--- src/hw/rsu_pkg.sv ---
// Shared constants and types for the remote update controller and its fabric end
package rsu_pkg;
  // ------
  // Timing
  // ------
  localparam int CLK_HZ = 25_000_000;
  localparam int OSC_HZ = 10_000_000;
  localparam int OSC_DIV = CLK_HZ / OSC_HZ;
  localparam int OSC_W = $clog2(OSC_DIV + 1);
  localparam int LOAD_CYCLES = 64;
  localparam int LOAD_W = $clog2(LOAD_CYCLES);
  localparam int SCLK_HALF = 2;
  localparam int HALF_W = $clog2(SCLK_HALF + 1);
  localparam int REQ_NS = 200;
  localparam int REQ_CYCLES = (REQ_NS * (CLK_HZ / 1_000_000) + 999) / 1000;
  localparam int REQ_W = $clog2(REQ_CYCLES + 1);
  localparam int KICK_US = 1000;
  localparam int KICK_CYCLES = KICK_US * (CLK_HZ / 1_000_000);
  // ------
  // Control word and status
  // ------
  localparam int PAGE_W = 24;
  localparam int TIMER_W = 12;
  localparam int TIMER_LSB = 17;
  localparam int WD_W = TIMER_W + TIMER_LSB;
  localparam int STAT_W = 5;
  typedef struct packed {
    logic anf;
    logic [PAGE_W-1:0] page;
    logic wd_en;
    logic [TIMER_W-1:0] timer;
  } ctrl_t;
  localparam int CTRL_W = $bits(ctrl_t);
  localparam int SHIFT_W = STAT_W + CTRL_W;
  localparam int BIT_W = $clog2(SHIFT_W);
  localparam ctrl_t CTRL_RESET = '0;
  localparam int C_CRC = 0;
  localparam int C_CONFIG_ERROR_LINE = 1;
  localparam int C_FABRIC = 2;
  localparam int C_PIN_RESET = 3;
  localparam int C_WDOG = 4;
  localparam logic [STAT_W-1:0] CAUSE_FABRIC_ONLY = 5'h04;
  localparam int SY_CRC = 0;
  localparam int SY_NST = 1;
  localparam int SY_NCFG = 2;
  localparam logic [2:0] SYNC_RESET = 3'h6;
  // ------
  // Fabric-side registers
  // ------
  localparam int ADDR_W = 8;
  localparam logic [ADDR_W-1:0] A_CMD = 8'h00;
  localparam logic [ADDR_W-1:0] A_CFG = 8'h04;
  localparam logic [ADDR_W-1:0] A_UPD_PAGE = 8'h08;
  localparam logic [ADDR_W-1:0] A_UPD_CTRL = 8'h0c;
  localparam logic [ADDR_W-1:0] A_CAP_PAGE = 8'h10;
  localparam logic [ADDR_W-1:0] A_CAP_CTRL = 8'h14;
  localparam logic [ADDR_W-1:0] A_IRQ_ST = 8'h18;
  localparam logic [ADDR_W-1:0] A_IRQ_MASK = 8'h1c;
  localparam int CMD_READ = 0;
  localparam int CMD_WRITE = 1;
  localparam int CMD_RECONF = 2;
  localparam int CMD_KICK = 3;
  localparam int F_WD_EN = 12;
  localparam int F_ANF = 13;
  localparam int F_STAT = 16;
  localparam int IRQ_W = 2;
  localparam int IRQ_DONE = 0;
  localparam int IRQ_USER = 1;
  localparam logic [1:0] RESP_OKAY = 2'h0;
  localparam logic [1:0] RESP_SLVERR = 2'h2;
  // ------
  // States
  // ------
  typedef enum logic [0:0] {D_LOAD = 1'b0, D_USER = 1'b1} dstate_t;
  typedef enum logic [1:0] {H_IDLE = 2'b00, H_LO = 2'b01, H_HI = 2'b10, H_REQ = 2'b11} hstate_t;
  typedef enum logic [1:0] {STG_CAP = 2'b00, STG_SHIFT = 2'b01, STG_COMMIT = 2'b10} stage_t;
endpackage

--- src/hw/rsu_if.sv ---
// Link between the update controller and the fabric logic
`timescale 1ns/1ns
interface rsu_if;
  logic upgrade_shift_clock;
  logic upgrade_serial_in;
  logic upgrade_serial_out;
  logic upgrade_shift_or_load;
  logic upgrade_capture_or_commit;
  logic fabric_reconfig_request_low;
  logic watchdog_clear_low;
  logic user_mode;
  modport device (
    input upgrade_shift_clock, upgrade_serial_in, upgrade_shift_or_load,
    input upgrade_capture_or_commit, fabric_reconfig_request_low, watchdog_clear_low,
    output upgrade_serial_out, user_mode
  );
  modport fabric (
    output upgrade_shift_clock, upgrade_serial_in, upgrade_shift_or_load,
    output upgrade_capture_or_commit, fabric_reconfig_request_low, watchdog_clear_low,
    input upgrade_serial_out, user_mode
  );
endinterface

--- src/hw/rsu_fabric.sv ---
// Fabric end: AXI4-Lite registers driving the update controller's serial port
`timescale 1ns/1ns
module rsu_fabric #(
  parameter int KICK_CYCLES_P = rsu_pkg::KICK_CYCLES
) (
  input wire logic clk,
  input wire logic sys_rst,
  rsu_if.fabric link,
  input wire logic awvalid,
  output logic awready,
  input wire logic [rsu_pkg::ADDR_W-1:0] awaddr,
  input wire logic wvalid,
  output logic wready,
  input wire logic [31:0] wdata,
  input wire logic [3:0] wstrb,
  output logic bvalid,
  input wire logic bready,
  output logic [1:0] bresp,
  input wire logic arvalid,
  output logic arready,
  input wire logic [rsu_pkg::ADDR_W-1:0] araddr,
  output logic rvalid,
  input wire logic rready,
  output logic [31:0] rdata,
  output logic [1:0] rresp,
  output logic irq
);
  import rsu_pkg::*;
  localparam int KICK_W = $clog2(KICK_CYCLES_P + 1);

  // ------
  // State
  // ------
  typedef struct packed {
    hstate_t st;
    stage_t stage;
    logic wr_op;
    logic [BIT_W-1:0] bit_cnt;
    logic [HALF_W-1:0] half;
    logic [REQ_W-1:0] req_cnt;
    logic [KICK_W-1:0] kick_cnt;
    logic [SHIFT_W-1:0] rx;
    ctrl_t upd;
    ctrl_t cap;
    logic [STAT_W-1:0] cap_stat;
    logic [3:0] pend;
    logic auto_kick;
    logic [IRQ_W-1:0] irq_st;
    logic [IRQ_W-1:0] irq_mask;
    logic irq;
    logic um_prev;
    logic sclk, sin, sol, coc, req_low, clr_low;
    logic aw_got, w_got, awready, wready, bvalid, arready, rvalid;
    logic [ADDR_W-1:0] awaddr;
    logic [31:0] wdata;
    logic [31:0] wmask;
    logic [1:0] bresp, rresp;
    logic [31:0] rdata;
  } fab_t;

  fab_t q;
  fab_t next_q;
  logic [31:0] wv;
  logic [SHIFT_W-1:0] tx;
  logic done;

  assign link.upgrade_shift_clock = q.sclk;
  assign link.upgrade_serial_in = q.sin;
  assign link.upgrade_shift_or_load = q.sol;
  assign link.upgrade_capture_or_commit = q.coc;
  assign link.fabric_reconfig_request_low = q.req_low;
  assign link.watchdog_clear_low = q.clr_low;
  assign awready = q.awready;
  assign wready = q.wready;
  assign bvalid = q.bvalid;
  assign bresp = q.bresp;
  assign arready = q.arready;
  assign rvalid = q.rvalid;
  assign rdata = q.rdata;
  assign rresp = q.rresp;
  assign irq = q.irq;

  // ------
  // Next state
  // ------
  always_comb begin
    next_q = q;
    wv = '0;
    done = 1'b0;
    tx = {{STAT_W{1'b0}}, q.upd};
    next_q.um_prev = link.user_mode;
    next_q.clr_low = 1'b1;

    // Write channel: address and data in either order
    if (awvalid && q.awready) begin
      next_q.aw_got = 1'b1;
      next_q.awready = 1'b0;
      next_q.awaddr = awaddr;
    end
    if (wvalid && q.wready) begin
      next_q.w_got = 1'b1;
      next_q.wready = 1'b0;
      next_q.wdata = wdata;
      for (int i = 0; i < 4; i++) next_q.wmask[8*i +: 8] = {8{wstrb[i]}};
    end
    if (q.aw_got && q.w_got && !q.bvalid) begin
      next_q.bvalid = 1'b1;
      next_q.bresp = RESP_OKAY;
      wv = q.wdata & q.wmask;
      unique case (q.awaddr)
        A_CMD: begin
          next_q.pend = q.pend | wv[3:0];
          if (wv[CMD_KICK]) next_q.clr_low = 1'b0;
        end
        A_CFG: next_q.auto_kick = q.wmask[0] ? wv[0] : q.auto_kick;
        A_UPD_PAGE: next_q.upd.page = (q.upd.page & ~q.wmask[PAGE_W-1:0]) | wv[PAGE_W-1:0];
        A_UPD_CTRL: begin
          if (q.wmask[0]) next_q.upd.timer[7:0] = wv[7:0];
          if (q.wmask[8]) next_q.upd.timer[TIMER_W-1:8] = wv[TIMER_W-1:8];
          if (q.wmask[8]) next_q.upd.wd_en = wv[F_WD_EN];
          if (q.wmask[8]) next_q.upd.anf = wv[F_ANF];
        end
        A_IRQ_ST: next_q.irq_st = q.irq_st & ~wv[IRQ_W-1:0];
        A_IRQ_MASK: next_q.irq_mask = (q.irq_mask & ~q.wmask[IRQ_W-1:0]) | wv[IRQ_W-1:0];
        A_CAP_PAGE, A_CAP_CTRL: next_q.bresp = RESP_OKAY;
        default: next_q.bresp = RESP_SLVERR;
      endcase
    end
    if (q.bvalid && bready) begin
      next_q.bvalid = 1'b0;
      next_q.aw_got = 1'b0;
      next_q.w_got = 1'b0;
      next_q.awready = 1'b1;
      next_q.wready = 1'b1;
    end

    // Read channel
    if (arvalid && q.arready) begin
      next_q.arready = 1'b0;
      next_q.rvalid = 1'b1;
      next_q.rresp = RESP_OKAY;
      unique case (araddr)
        A_CMD: next_q.rdata = {30'h0, (q.st != H_IDLE), link.user_mode};
        A_CFG: next_q.rdata = {31'h0, q.auto_kick};
        A_UPD_PAGE: next_q.rdata = {8'h00, q.upd.page};
        A_UPD_CTRL: next_q.rdata = {18'h0, q.upd.anf, q.upd.wd_en, q.upd.timer};
        A_CAP_PAGE: next_q.rdata = {8'h00, q.cap.page};
        A_CAP_CTRL: next_q.rdata = {11'h0, q.cap_stat, 2'h0, q.cap.anf, q.cap.wd_en, q.cap.timer};
        A_IRQ_ST: next_q.rdata = {30'h0, q.irq_st};
        A_IRQ_MASK: next_q.rdata = {30'h0, q.irq_mask};
        default: begin
          next_q.rdata = '0;
          next_q.rresp = RESP_SLVERR;
        end
      endcase
    end
    if (q.rvalid && rready) begin
      next_q.rvalid = 1'b0;
      next_q.arready = 1'b1;
    end

    // Periodic health kick while enabled
    next_q.kick_cnt = q.auto_kick ? q.kick_cnt + 1'b1 : '0;
    if (q.auto_kick && q.kick_cnt == KICK_W'(KICK_CYCLES_P - 1)) begin
      next_q.kick_cnt = '0;
      next_q.clr_low = 1'b0;
    end

    // Serial port sequencer
    unique case (q.st)
      H_IDLE: begin
        if (link.user_mode && q.pend[CMD_READ]) begin
          next_q.pend[CMD_READ] = 1'b0;
          next_q.wr_op = 1'b0;
          next_q.stage = STG_CAP;
          next_q.st = H_LO;
        end else if (link.user_mode && q.pend[CMD_WRITE]) begin
          next_q.pend[CMD_WRITE] = 1'b0;
          next_q.wr_op = 1'b1;
          next_q.stage = STG_SHIFT;
          next_q.bit_cnt = '0;
          // An application word aimed at page zero is dropped
          next_q.st = (q.upd.anf && q.upd.page == '0) ? H_IDLE : H_LO;
          done = (q.upd.anf && q.upd.page == '0);
        end else if (link.user_mode && q.pend[CMD_RECONF]) begin
          next_q.pend[CMD_RECONF] = 1'b0;
          next_q.req_cnt = '0;
          next_q.req_low = 1'b0;
          next_q.st = H_REQ;
        end
      end
      H_LO: begin
        next_q.sol = (q.stage == STG_SHIFT);
        next_q.coc = (q.stage == STG_CAP);
        next_q.sin = q.wr_op & tx[q.bit_cnt];
        next_q.half = q.half + 1'b1;
        if (q.half == HALF_W'(SCLK_HALF - 1)) begin
          next_q.half = '0;
          next_q.sclk = 1'b1;
          next_q.st = H_HI;
          if (q.stage == STG_SHIFT) next_q.rx = {link.upgrade_serial_out, q.rx[SHIFT_W-1:1]};
        end
      end
      H_HI: begin
        next_q.half = q.half + 1'b1;
        if (q.half == HALF_W'(SCLK_HALF - 1)) begin
          next_q.half = '0;
          next_q.sclk = 1'b0;
          next_q.st = H_LO;
          if (q.stage == STG_CAP) begin
            next_q.stage = STG_SHIFT;
            next_q.bit_cnt = '0;
          end else if (q.stage == STG_SHIFT && q.bit_cnt != BIT_W'(SHIFT_W - 1)) begin
            next_q.bit_cnt = q.bit_cnt + 1'b1;
          end else if (q.stage == STG_SHIFT && q.wr_op) begin
            next_q.stage = STG_COMMIT;
          end else begin
            next_q.st = H_IDLE;
            done = 1'b1;
            if (!q.wr_op) begin
              next_q.cap = q.rx[CTRL_W-1:0];
              next_q.cap_stat = q.rx[SHIFT_W-1:CTRL_W];
            end
          end
        end
      end
      H_REQ: begin
        next_q.req_cnt = q.req_cnt + 1'b1;
        if (q.req_cnt == REQ_W'(REQ_CYCLES - 1)) begin
          next_q.req_low = 1'b1;
          next_q.st = H_IDLE;
          done = 1'b1;
        end
      end
    endcase

    // Device left user mode: abandon the transfer
    if (!link.user_mode && q.st != H_IDLE) begin
      next_q.st = H_IDLE;
      next_q.sclk = 1'b0;
      next_q.half = '0;
      next_q.req_low = 1'b1;
    end

    // Set wins over a same-cycle clear
    next_q.irq_st[IRQ_DONE] = next_q.irq_st[IRQ_DONE] | done;
    next_q.irq_st[IRQ_USER] = next_q.irq_st[IRQ_USER] | (link.user_mode & ~q.um_prev);
    next_q.irq = |(next_q.irq_st & next_q.irq_mask);
  end

  // ------
  // Registers
  // ------
  always_ff @(posedge clk) begin
    if (sys_rst) begin
      q <= '0;
      q.st <= H_IDLE;
      q.stage <= STG_CAP;
      q.req_low <= 1'b1;
      q.clr_low <= 1'b1;
      q.awready <= 1'b1;
      q.wready <= 1'b1;
      q.arready <= 1'b1;
    end else begin
      q <= next_q;
    end
  end
endmodule // rsu_fabric

--- src/flat_wrapper.sv ---
// flat-port wrapper written by rule: the top's interface ports become plain ports
module rsu_fabric_flat import rsu_pkg::*;
#(
  parameter int KICK_CYCLES_P = rsu_pkg::KICK_CYCLES
)
  (clk, sys_rst, awvalid, awready, awaddr, wvalid, wready, wdata, wstrb, bvalid, bready, bresp, arvalid, arready, araddr, rvalid, rready, rdata, rresp, irq, link_upgrade_shift_clock, link_upgrade_serial_in, link_upgrade_shift_or_load, link_upgrade_capture_or_commit, link_fabric_reconfig_request_low, link_watchdog_clear_low, link_upgrade_serial_out, link_user_mode);
  rsu_if link_i ();
  input wire logic clk;
  input wire logic sys_rst;
  input wire logic awvalid;
  output logic awready;
  input wire logic [rsu_pkg::ADDR_W-1:0] awaddr;
  input wire logic wvalid;
  output logic wready;
  input wire logic [31:0] wdata;
  input wire logic [3:0] wstrb;
  output logic bvalid;
  input wire logic bready;
  output logic [1:0] bresp;
  input wire logic arvalid;
  output logic arready;
  input wire logic [rsu_pkg::ADDR_W-1:0] araddr;
  output logic rvalid;
  input wire logic rready;
  output logic [31:0] rdata;
  output logic [1:0] rresp;
  output logic irq;
  output wire logic [$bits(link_i.upgrade_shift_clock)-1:0] link_upgrade_shift_clock;
  output wire logic [$bits(link_i.upgrade_serial_in)-1:0] link_upgrade_serial_in;
  output wire logic [$bits(link_i.upgrade_shift_or_load)-1:0] link_upgrade_shift_or_load;
  output wire logic [$bits(link_i.upgrade_capture_or_commit)-1:0] link_upgrade_capture_or_commit;
  output wire logic [$bits(link_i.fabric_reconfig_request_low)-1:0] link_fabric_reconfig_request_low;
  output wire logic [$bits(link_i.watchdog_clear_low)-1:0] link_watchdog_clear_low;
  input wire logic [$bits(link_i.upgrade_serial_out)-1:0] link_upgrade_serial_out;
  input wire logic [$bits(link_i.user_mode)-1:0] link_user_mode;
  assign link_upgrade_shift_clock = link_i.upgrade_shift_clock;
  assign link_upgrade_serial_in = link_i.upgrade_serial_in;
  assign link_upgrade_shift_or_load = link_i.upgrade_shift_or_load;
  assign link_upgrade_capture_or_commit = link_i.upgrade_capture_or_commit;
  assign link_fabric_reconfig_request_low = link_i.fabric_reconfig_request_low;
  assign link_watchdog_clear_low = link_i.watchdog_clear_low;
  assign link_i.upgrade_serial_out = link_upgrade_serial_out;
  assign link_i.user_mode = link_user_mode;
  rsu_fabric #(.KICK_CYCLES_P(KICK_CYCLES_P)) u_core (.clk(clk), .sys_rst(sys_rst), .link(link_i), .awvalid(awvalid), .awready(awready), .awaddr(awaddr), .wvalid(wvalid), .wready(wready), .wdata(wdata), .wstrb(wstrb), .bvalid(bvalid), .bready(bready), .bresp(bresp), .arvalid(arvalid), .arready(arready), .araddr(araddr), .rvalid(rvalid), .rready(rready), .rdata(rdata), .rresp(rresp), .irq(irq));
endmodule
--- config.mk ---
export PLATFORM = sky130hd
export DESIGN_NAME = rsu_fabric_flat
export DESIGN_NICKNAME = d
export VERILOG_FILES = /design/src/hw/rsu_pkg.sv /design/src/hw/rsu_if.sv /design/src/hw/rsu_fabric.sv /design/src/flat_wrapper.sv
export SDC_FILE = /design/constraint.sdc
export NUM_CORES = 1
export LEC_CHECK = 0
export BUFFER_PORTS_ARGS = -buffer_cell sky130_fd_sc_hd__buf_2
export CAP_MARGIN = 0
export CORE_MARGIN = 3
export CORE_UTILIZATION = 45
export DETAILED_ROUTE_END_ITERATION = 12
export GPL_ROUTABILITY_DRIVEN = 0
export GPL_TIMING_DRIVEN = 1
export SYNTH_ARGS = -nofsm -noshare
export SYNTH_HDL_FRONTEND = slang
export SYNTH_SLANG_ARGS = --single-unit
--- constraint.sdc ---
create_clock -name clk -period 2.7 [get_ports clk]
set_clock_uncertainty 0.2 [all_clocks]
set_input_delay 0.135 -clock clk [delete_from_list [all_inputs] [get_ports clk]]
set_output_delay 0.135 -clock clk [all_outputs]
set_load 0.05 [all_outputs]
==> results.md, run 1 <==
* Synth Area in Simple Gates at around a quarter
* Cts repair resizes at 0
* Hold endpoint: u_core.rdata[1]$_SDFFE_PP0P_
* Seq/Total Area, Yosys at between 40 and 50%
* Overflow after GRT at 0
* Clk root buf: clkbuf_16
* Mapped Avg Cell Area at 8.22 um2
* Post-DP HPWL at between 15000 and 20000 um
* DR pass1 iterations at 7
* Vias per inst at around 5.3
* Crit start category: flip-flop
* DRT iter0 DRCs at around 610
* Reg-to-reg endpoint: u_core.q[281]$_SDFFE_PP0P_
* Area share of the largest cell type after synthesis at 47.5%
* Worst vdd ir at 0.490 mV
* Initial antenna violation count at 0
* Initial core utilization at 46.0%
* Compound-Gate Fraction of Synth Area at between 10% and 20%
* Register bit total from synthesis at 239
* Total track usage at about a fifth
* Wire per inst at ~16 um
* Nets@finish at approximately 1400
* Mux cell area share after synthesis at under 10%
* Crit-path max FO at 6
* FMAX at around 0.42 GHz
* Hold Startpoint: araddr[1]
* Filler instances at ~2100
* CTS H-tree depth at 1
* EDFF count, synth at 0
* R2r setup slk at roughly 0.32 ns
* Largest net degree at the start of global routing at around 140
* Die X at ~160 um
* Min Hold Slack at roughly 0.078 ns
* Max Buffers Root-to-Sink at 3
* Unique masters post-synth at 61
* DIE HEIGHT at 156 um
* # DRC at 0
* Worst-Skew Late Latency at 0.52 ns
* CTS Buf Count at 25
* Adder-Cell Fraction of Synth Area at around 1.1%
* Period utilization at roughly nine tenths
* Routed WL at between 20000 and 30000 um
* Number of synthesis warnings at 0
* Status: complete, no violations
* Share of cells above drive strength 1 at a little over an eighth
* Setup_tns at 0 ns
* Async S/R FF share, synth at 0%
* Reg2reg start: u_core.q[276]$_SDFFE_PP0P_
* Die area at roughly 24000 um2
* Unrepaired setup endpoints after global routing: no
* Post-synthesis xor/xnor area fraction at approximately 1.4%
* Combinational family with the most area after synthesis: simple AND/OR/NAND/NOR gates
* Final setup fails at 0
* I/O pins at 109
* Worst Hold Class: input pin to flip-flop
* Slew HR at 40.2%
* Crit. End Element: flip-flop
* Final hold vios at 0
* Post-Syn Instances at ~1200
* Pin slew with the least headroom to its limit at 0.895 ns
* FF/Latch Area at around 4800 um2
* First-pass GRT wire length at between 40000 and 50000 um
* Commonest non-fill, non-tap cell in the layout: nand2_1
* Power Dens Cells at 665 nW/um2
* Final Max Slew Viols at 0
* Most frequent cells in the layout: nand2_1 (358), dfxtp_1 (239), a21oi_1 (199)
* Number of buffers added on ports at 89
* Max-cap viol count at 0
* Leak at 0.00434 uW
* Leading register cell type out of synthesis: dfxtp_1
* Via count at 8642
* WP data arrival at 2.57 ns
* Ant. Diodes at 0
* Fin worst setup slack at between 0.3 and 0.4 ns
* Vias in the first global route at 8058
* WP data required at slightly below 3 ns
* P&R area growth vs syn at 18.4%
* TritonCTS clock tree: built
* Crit path time final at approximately 2.4 ns
* Routed Antenna Nets at 0
* Sink Count at around 240
* R2R depth at 7
* Clk slew on worst S/H paths at 0.06 ns
* Synth top area cells: dfxtp_1 (47%), nand2_1 (13%), a21oi_1 (9.9%)
* Total Power at 7930 uW
* WHS Path Cells at 5
* Syn Std Cell Area at between 10000 and 15000 um2
* Post-synth top area cell: dfxtp_1
* Core footprint at around 22000 um2
* Critical setup path kind: flip-flop to flip-flop
* Multi-input gate area at between 4000 and 5000 um2
* Row cnt at 54
* Pre-CTS WS at about 0.37 ns
report_power, final:
part           internal [uW]  total, uW  switching (uW)
logic                    319        869             550
registers               3610       3680            72.2
clock network           2010       3390            1380
total                   5940       7930            2000
repair_timing:
item                      CTS  global route
buffers inserted            0             0
hold endpoints to repair   82             0
hold buffers               56             0
critical path, stage by stage, from the launching register on:
cell	delay, ns
dfxtp_1	0.44
inv_1	0.12
ha_1	0.21
and4b_1	0.24
a211oi_1	0.28
o21ai_0	0.25
o21bai_1	0.42
nor2_1	0.09
routing by layer:
layer / vias to the layer above / GRT usage [%] / share of wire (%)
met5: - / 0 / 0
met4: 0 / 5.71 / 2.6
met3: 53 / 2.50 / 4.9
met2: 201 / 34.5 / 47
met1: 4032 / 28.2 / 46
li1: 4356 / - / -
metrics by stage:
step	utilization, %	instances	area [um2]
final	54.5	1619	11900
after global routing	54.5	1619	11900
after CTS	54.5	1619	11900
after detailed placement	48.2	1518	10500
after global placement	48.2	1518	10500
after floorplan	-	1235	10100
how the worst max path moves through the flow:
stage,from,endpoint,slack (ns),depth (start not counted)
after detailed placement,u_core.q[276]$_SDFFE_PP0P_,u_core.link.upgrade_serial_in$_SDFFE_PP0P_,0.37,5
after global routing,u_core.q[285]$_SDFFE_PP0P_,u_core.q[281]$_SDFFE_PP0P_,0.04,6
final,u_core.q[276]$_SDFFE_PP0P_,u_core.q[281]$_SDFFE_PP0P_,0.32,7
after CTS,u_core.q[276]$_SDFFE_PP0P_,u_core.link.upgrade_serial_in$_SDFFE_PP0P_,0.35,5
after global placement,u_core.q[285]$_SDFFE_PP0P_,u_core.q[278]$_SDFFE_PP0P_,0.38,6
after floorplan,u_core.q[276]$_SDFFE_PP0P_,u_core.q[278]$_SDFFE_PP0P_,0.28,8
cell families (layout without fill, tap and decap cells):
logic type / count (synthesis) / count (layout)
flip-flops: 239 / 239
XOR/XNOR: 16 / 16
AO/OA/AOI/OAI: 291 / 291
multiplexers: 21 / 21
AND/OR/NAND/NOR: 523 / 523
other: 1 / 10
adder cells (fa/ha/maj): 9 / 9
buffers and inverters: 126 / 230
synth_stat cells (all sizes together) (3+ instances only):
cell	count
mux2i	11
and3	12
nand4	8
clkbuf	54
a21o	15
nand3	19
mux4	9
nor2	44
nor2b	14
ha	9
nand3b	10
nor4b	3
a31oi	5
xor2	14
a22oi	5
nand2	358
o21ai	20
or3	5
nand2b	8
dfxtp	239
and4b	3
o211ai	4
a21oi	199
a22o	6
nor3	8
a222oi	17
and3b	3
nor3b	3
and2	5
buf	54
inv	18
nor4	13
layout make-up:
| class | instances | share of cell area, % |
|---|---|---|
| Clock inverter | 8 | 0.567 |
| Clock buffer | 37 | 6.29 |
| Sequential cell | 239 | 40.1 |
| Tap cell | 280 | 2.94 |
| Timing Repair Buffer | 167 | 10.1 |
| Multi-Input combinational cell | 870 | 39.4 |
| Inverter | 18 | 0.567 |
Power figures use the tool's default switching activity.
==> run 2: changes to the inputs <==
- clock period: 2.7 -> 2.4 ns (I/O delays scaled with it)
==> results.md, run 2 (same netlist as run 1, synthesis figures left out) <==
* Total Power at 8760 uW (+10%)
* Clk slew on worst S/H paths at 0.06 ns (about the same)
* Vias in the first global route at 8242 (+2.3%)
* Setup_tns at 0 ns (unchanged)
* Row cnt at 54 (unchanged)
* WP data arrival at 2.46 ns (-0.11 ns)
* DR pass1 iterations at 6 (-1)
* Slew HR at 55.8% (+16 points)
* Total track usage at 21.1% (+0.56 points)
* WP data required at 2.65 ns (-0.24 ns)
* Initial antenna violation count at 0 (unchanged)
* Worst vdd ir at 0.446 mV (-8.9%)
* Setup bufs post-CTS at 0 (unchanged)
* Die X at 156 um (unchanged)
* Wire per inst at 15.8 um (+1.2%)
* Pin slew with the least headroom to its limit at 0.663 ns (-0.232 ns)
* Commonest non-fill, non-tap cell in the layout: nand2_1
* Worst-Skew Late Latency at 0.51 ns (about the same)
* FMAX at 0.452 GHz (+7.4%)
* Critical setup path kind: flip-flop to flip-flop
* Initial core utilization at 46.0% (unchanged)
* Worst Hold Class: input pin to flip-flop
* Leak at 0.00444 uW (+2.3%)
* Final Max Slew Viols at 0 (unchanged)
* Routed WL at 25800 um (+2.4%)
* Power Dens Cells at 724 nW/um2 (+8.8%)
* DRT iter0 DRCs at 623 (+1.6%)
* Ant. Diodes at 0 (unchanged)
* Share of cells above drive strength 1 at 13.9% (+0.62 points)
* Core footprint at 21900 um2 (unchanged)
* FF/Latch Area at 4790 um2 (about the same)
* Crit. End Element: flip-flop
* Via count at 8676 (+0.39%)
* Most frequent cells in the layout: nand2_1 (358), dfxtp_1 (238), a21oi_1 (199)
* Final setup fails at 0 (unchanged)
* I/O pins at 109 (unchanged)
* Multi-input gate area at 4710 um2 (+0.13%)
* Post-DP HPWL at 17100 um (+2.8%)
* DIE HEIGHT at 156 um (unchanged)
* Crit path time final at 2.21 ns (-0.163 ns)
* Status: complete, no violations
* CTS H-tree depth at 1 (unchanged)
* Clk root buf: clkbuf_16
* Vias per inst at 5.30 (-0.77%)
* Max Buffers Root-to-Sink at 3 (unchanged)
* Nets@finish at 1412 (+1.5%)
* Largest net degree at the start of global routing at 70 (-51%)
* Crit-path max FO at 12 (+6)
* Max-cap viol count at 0 (unchanged)
* Unrepaired setup endpoints after global routing: no
* Crit start category: flip-flop
* TritonCTS clock tree: built
* Routed Antenna Nets at 0 (unchanged)
* Overflow after GRT at 0 (unchanged)
* Sink Count at 239 (unchanged)
* CTS Buf Count at 25 (unchanged)
* # DRC at 0 (unchanged)
* Die area at 24200 um2 (unchanged)
* P&R area growth vs syn at 20.1%
* Number of buffers added on ports at 89 (unchanged)
* Final hold vios at 0 (unchanged)
* Period utilization at 92.3% (+4.2 points)
* First-pass GRT wire length at 42600 um (+2.6%)
* Filler instances at 2077 (-2.0%)
[run 2: where the power goes]
part / switching, uW / leakage (uW) / total, uW / internal [uW]
sequential: 77.4 / 0.00193 / 4130 / 4060
combinational: 640 / 0.00213 / 1030 / 387
clock: 1510 / 0.000382 / 3600 / 2090
total: 2230 / 0.00444 / 8760 / 6530
[run 2: path summary, 6_finish.rpt]
path	from	to	slack, ns	cells past startpoint
max	u_core.awready$_SDFFE_PP1P_	u_core.q[104]$_SDFFE_PP0P_	0.19	4
min	araddr[1]	u_core.rresp[1]$_SDFFE_PP0P_	0.09	4
max reg2reg	u_core.awready$_SDFFE_PP1P_	u_core.q[104]$_SDFFE_PP0P_	0.19	4
min reg2reg	u_core.rdata[9]$_SDFFE_PP0P_	u_core.rdata[9]$_SDFFE_PP0P_	0.24	1
[run 2: final cells by class]
cell class / count / area share, %
clock buffer: 37 / 6.04
timing repair buffer: 188 / 11.8
inverter: 18 / 0.558
multi-input combinational: 870 / 38.9
clock inverter: 6 / 0.248
tap: 280 / 2.89
sequential: 239 / 39.5
[run 2: timing repair]
item / CTS / global route
hold buffers: 64 / 0
hold endpoints to repair: 92 / 0
endpoints found under the setup margin: 0 / 5
gates resized for setup: 0 / 2
[run 2: routing by layer]
layer / up-vias / global-route usage [%] / share of wire [%]
met4: 0 / 4.29 / 1.5
met2: 159 / 35.3 / 47
met5: - / 0 / 0
met3: 34 / 3.11 / 4.3
li1: 4381 / - / -
met1: 4102 / 29.3 / 47
[run 2: through the flow]
| step | utilization (%) | hold WS [ns] | instance area (um2) | setup WS, ns | std cells |
|---|---|---|---|---|---|
| after CTS | 55.3 | 0.0719 | 12100 | 0.0689 | 1638 |
| final | 55.3 | 0.0931 | 12100 | 0.185 | 1638 |
| after global routing | 55.3 | 0.0991 | 12100 | 0.0246 | 1638 |
| after detailed placement | 48.9 | 0.142 | 10700 | 0.0786 | 1531 |
| after floorplan | - | 0.0204 | 10100 | 0.00956 | 1235 |
| after global placement | 48.9 | 0.136 | 10700 | 0.163 | 1531 |
[run 2: critical path, cell delays in order, from the launching register on]
cell and delay, ns:
dfxtp_1 0.54, nand3_1 0.12, dlygate4sd3_1 0.58, a21oi_1 0.14, dlygate4sd3_1 0.57
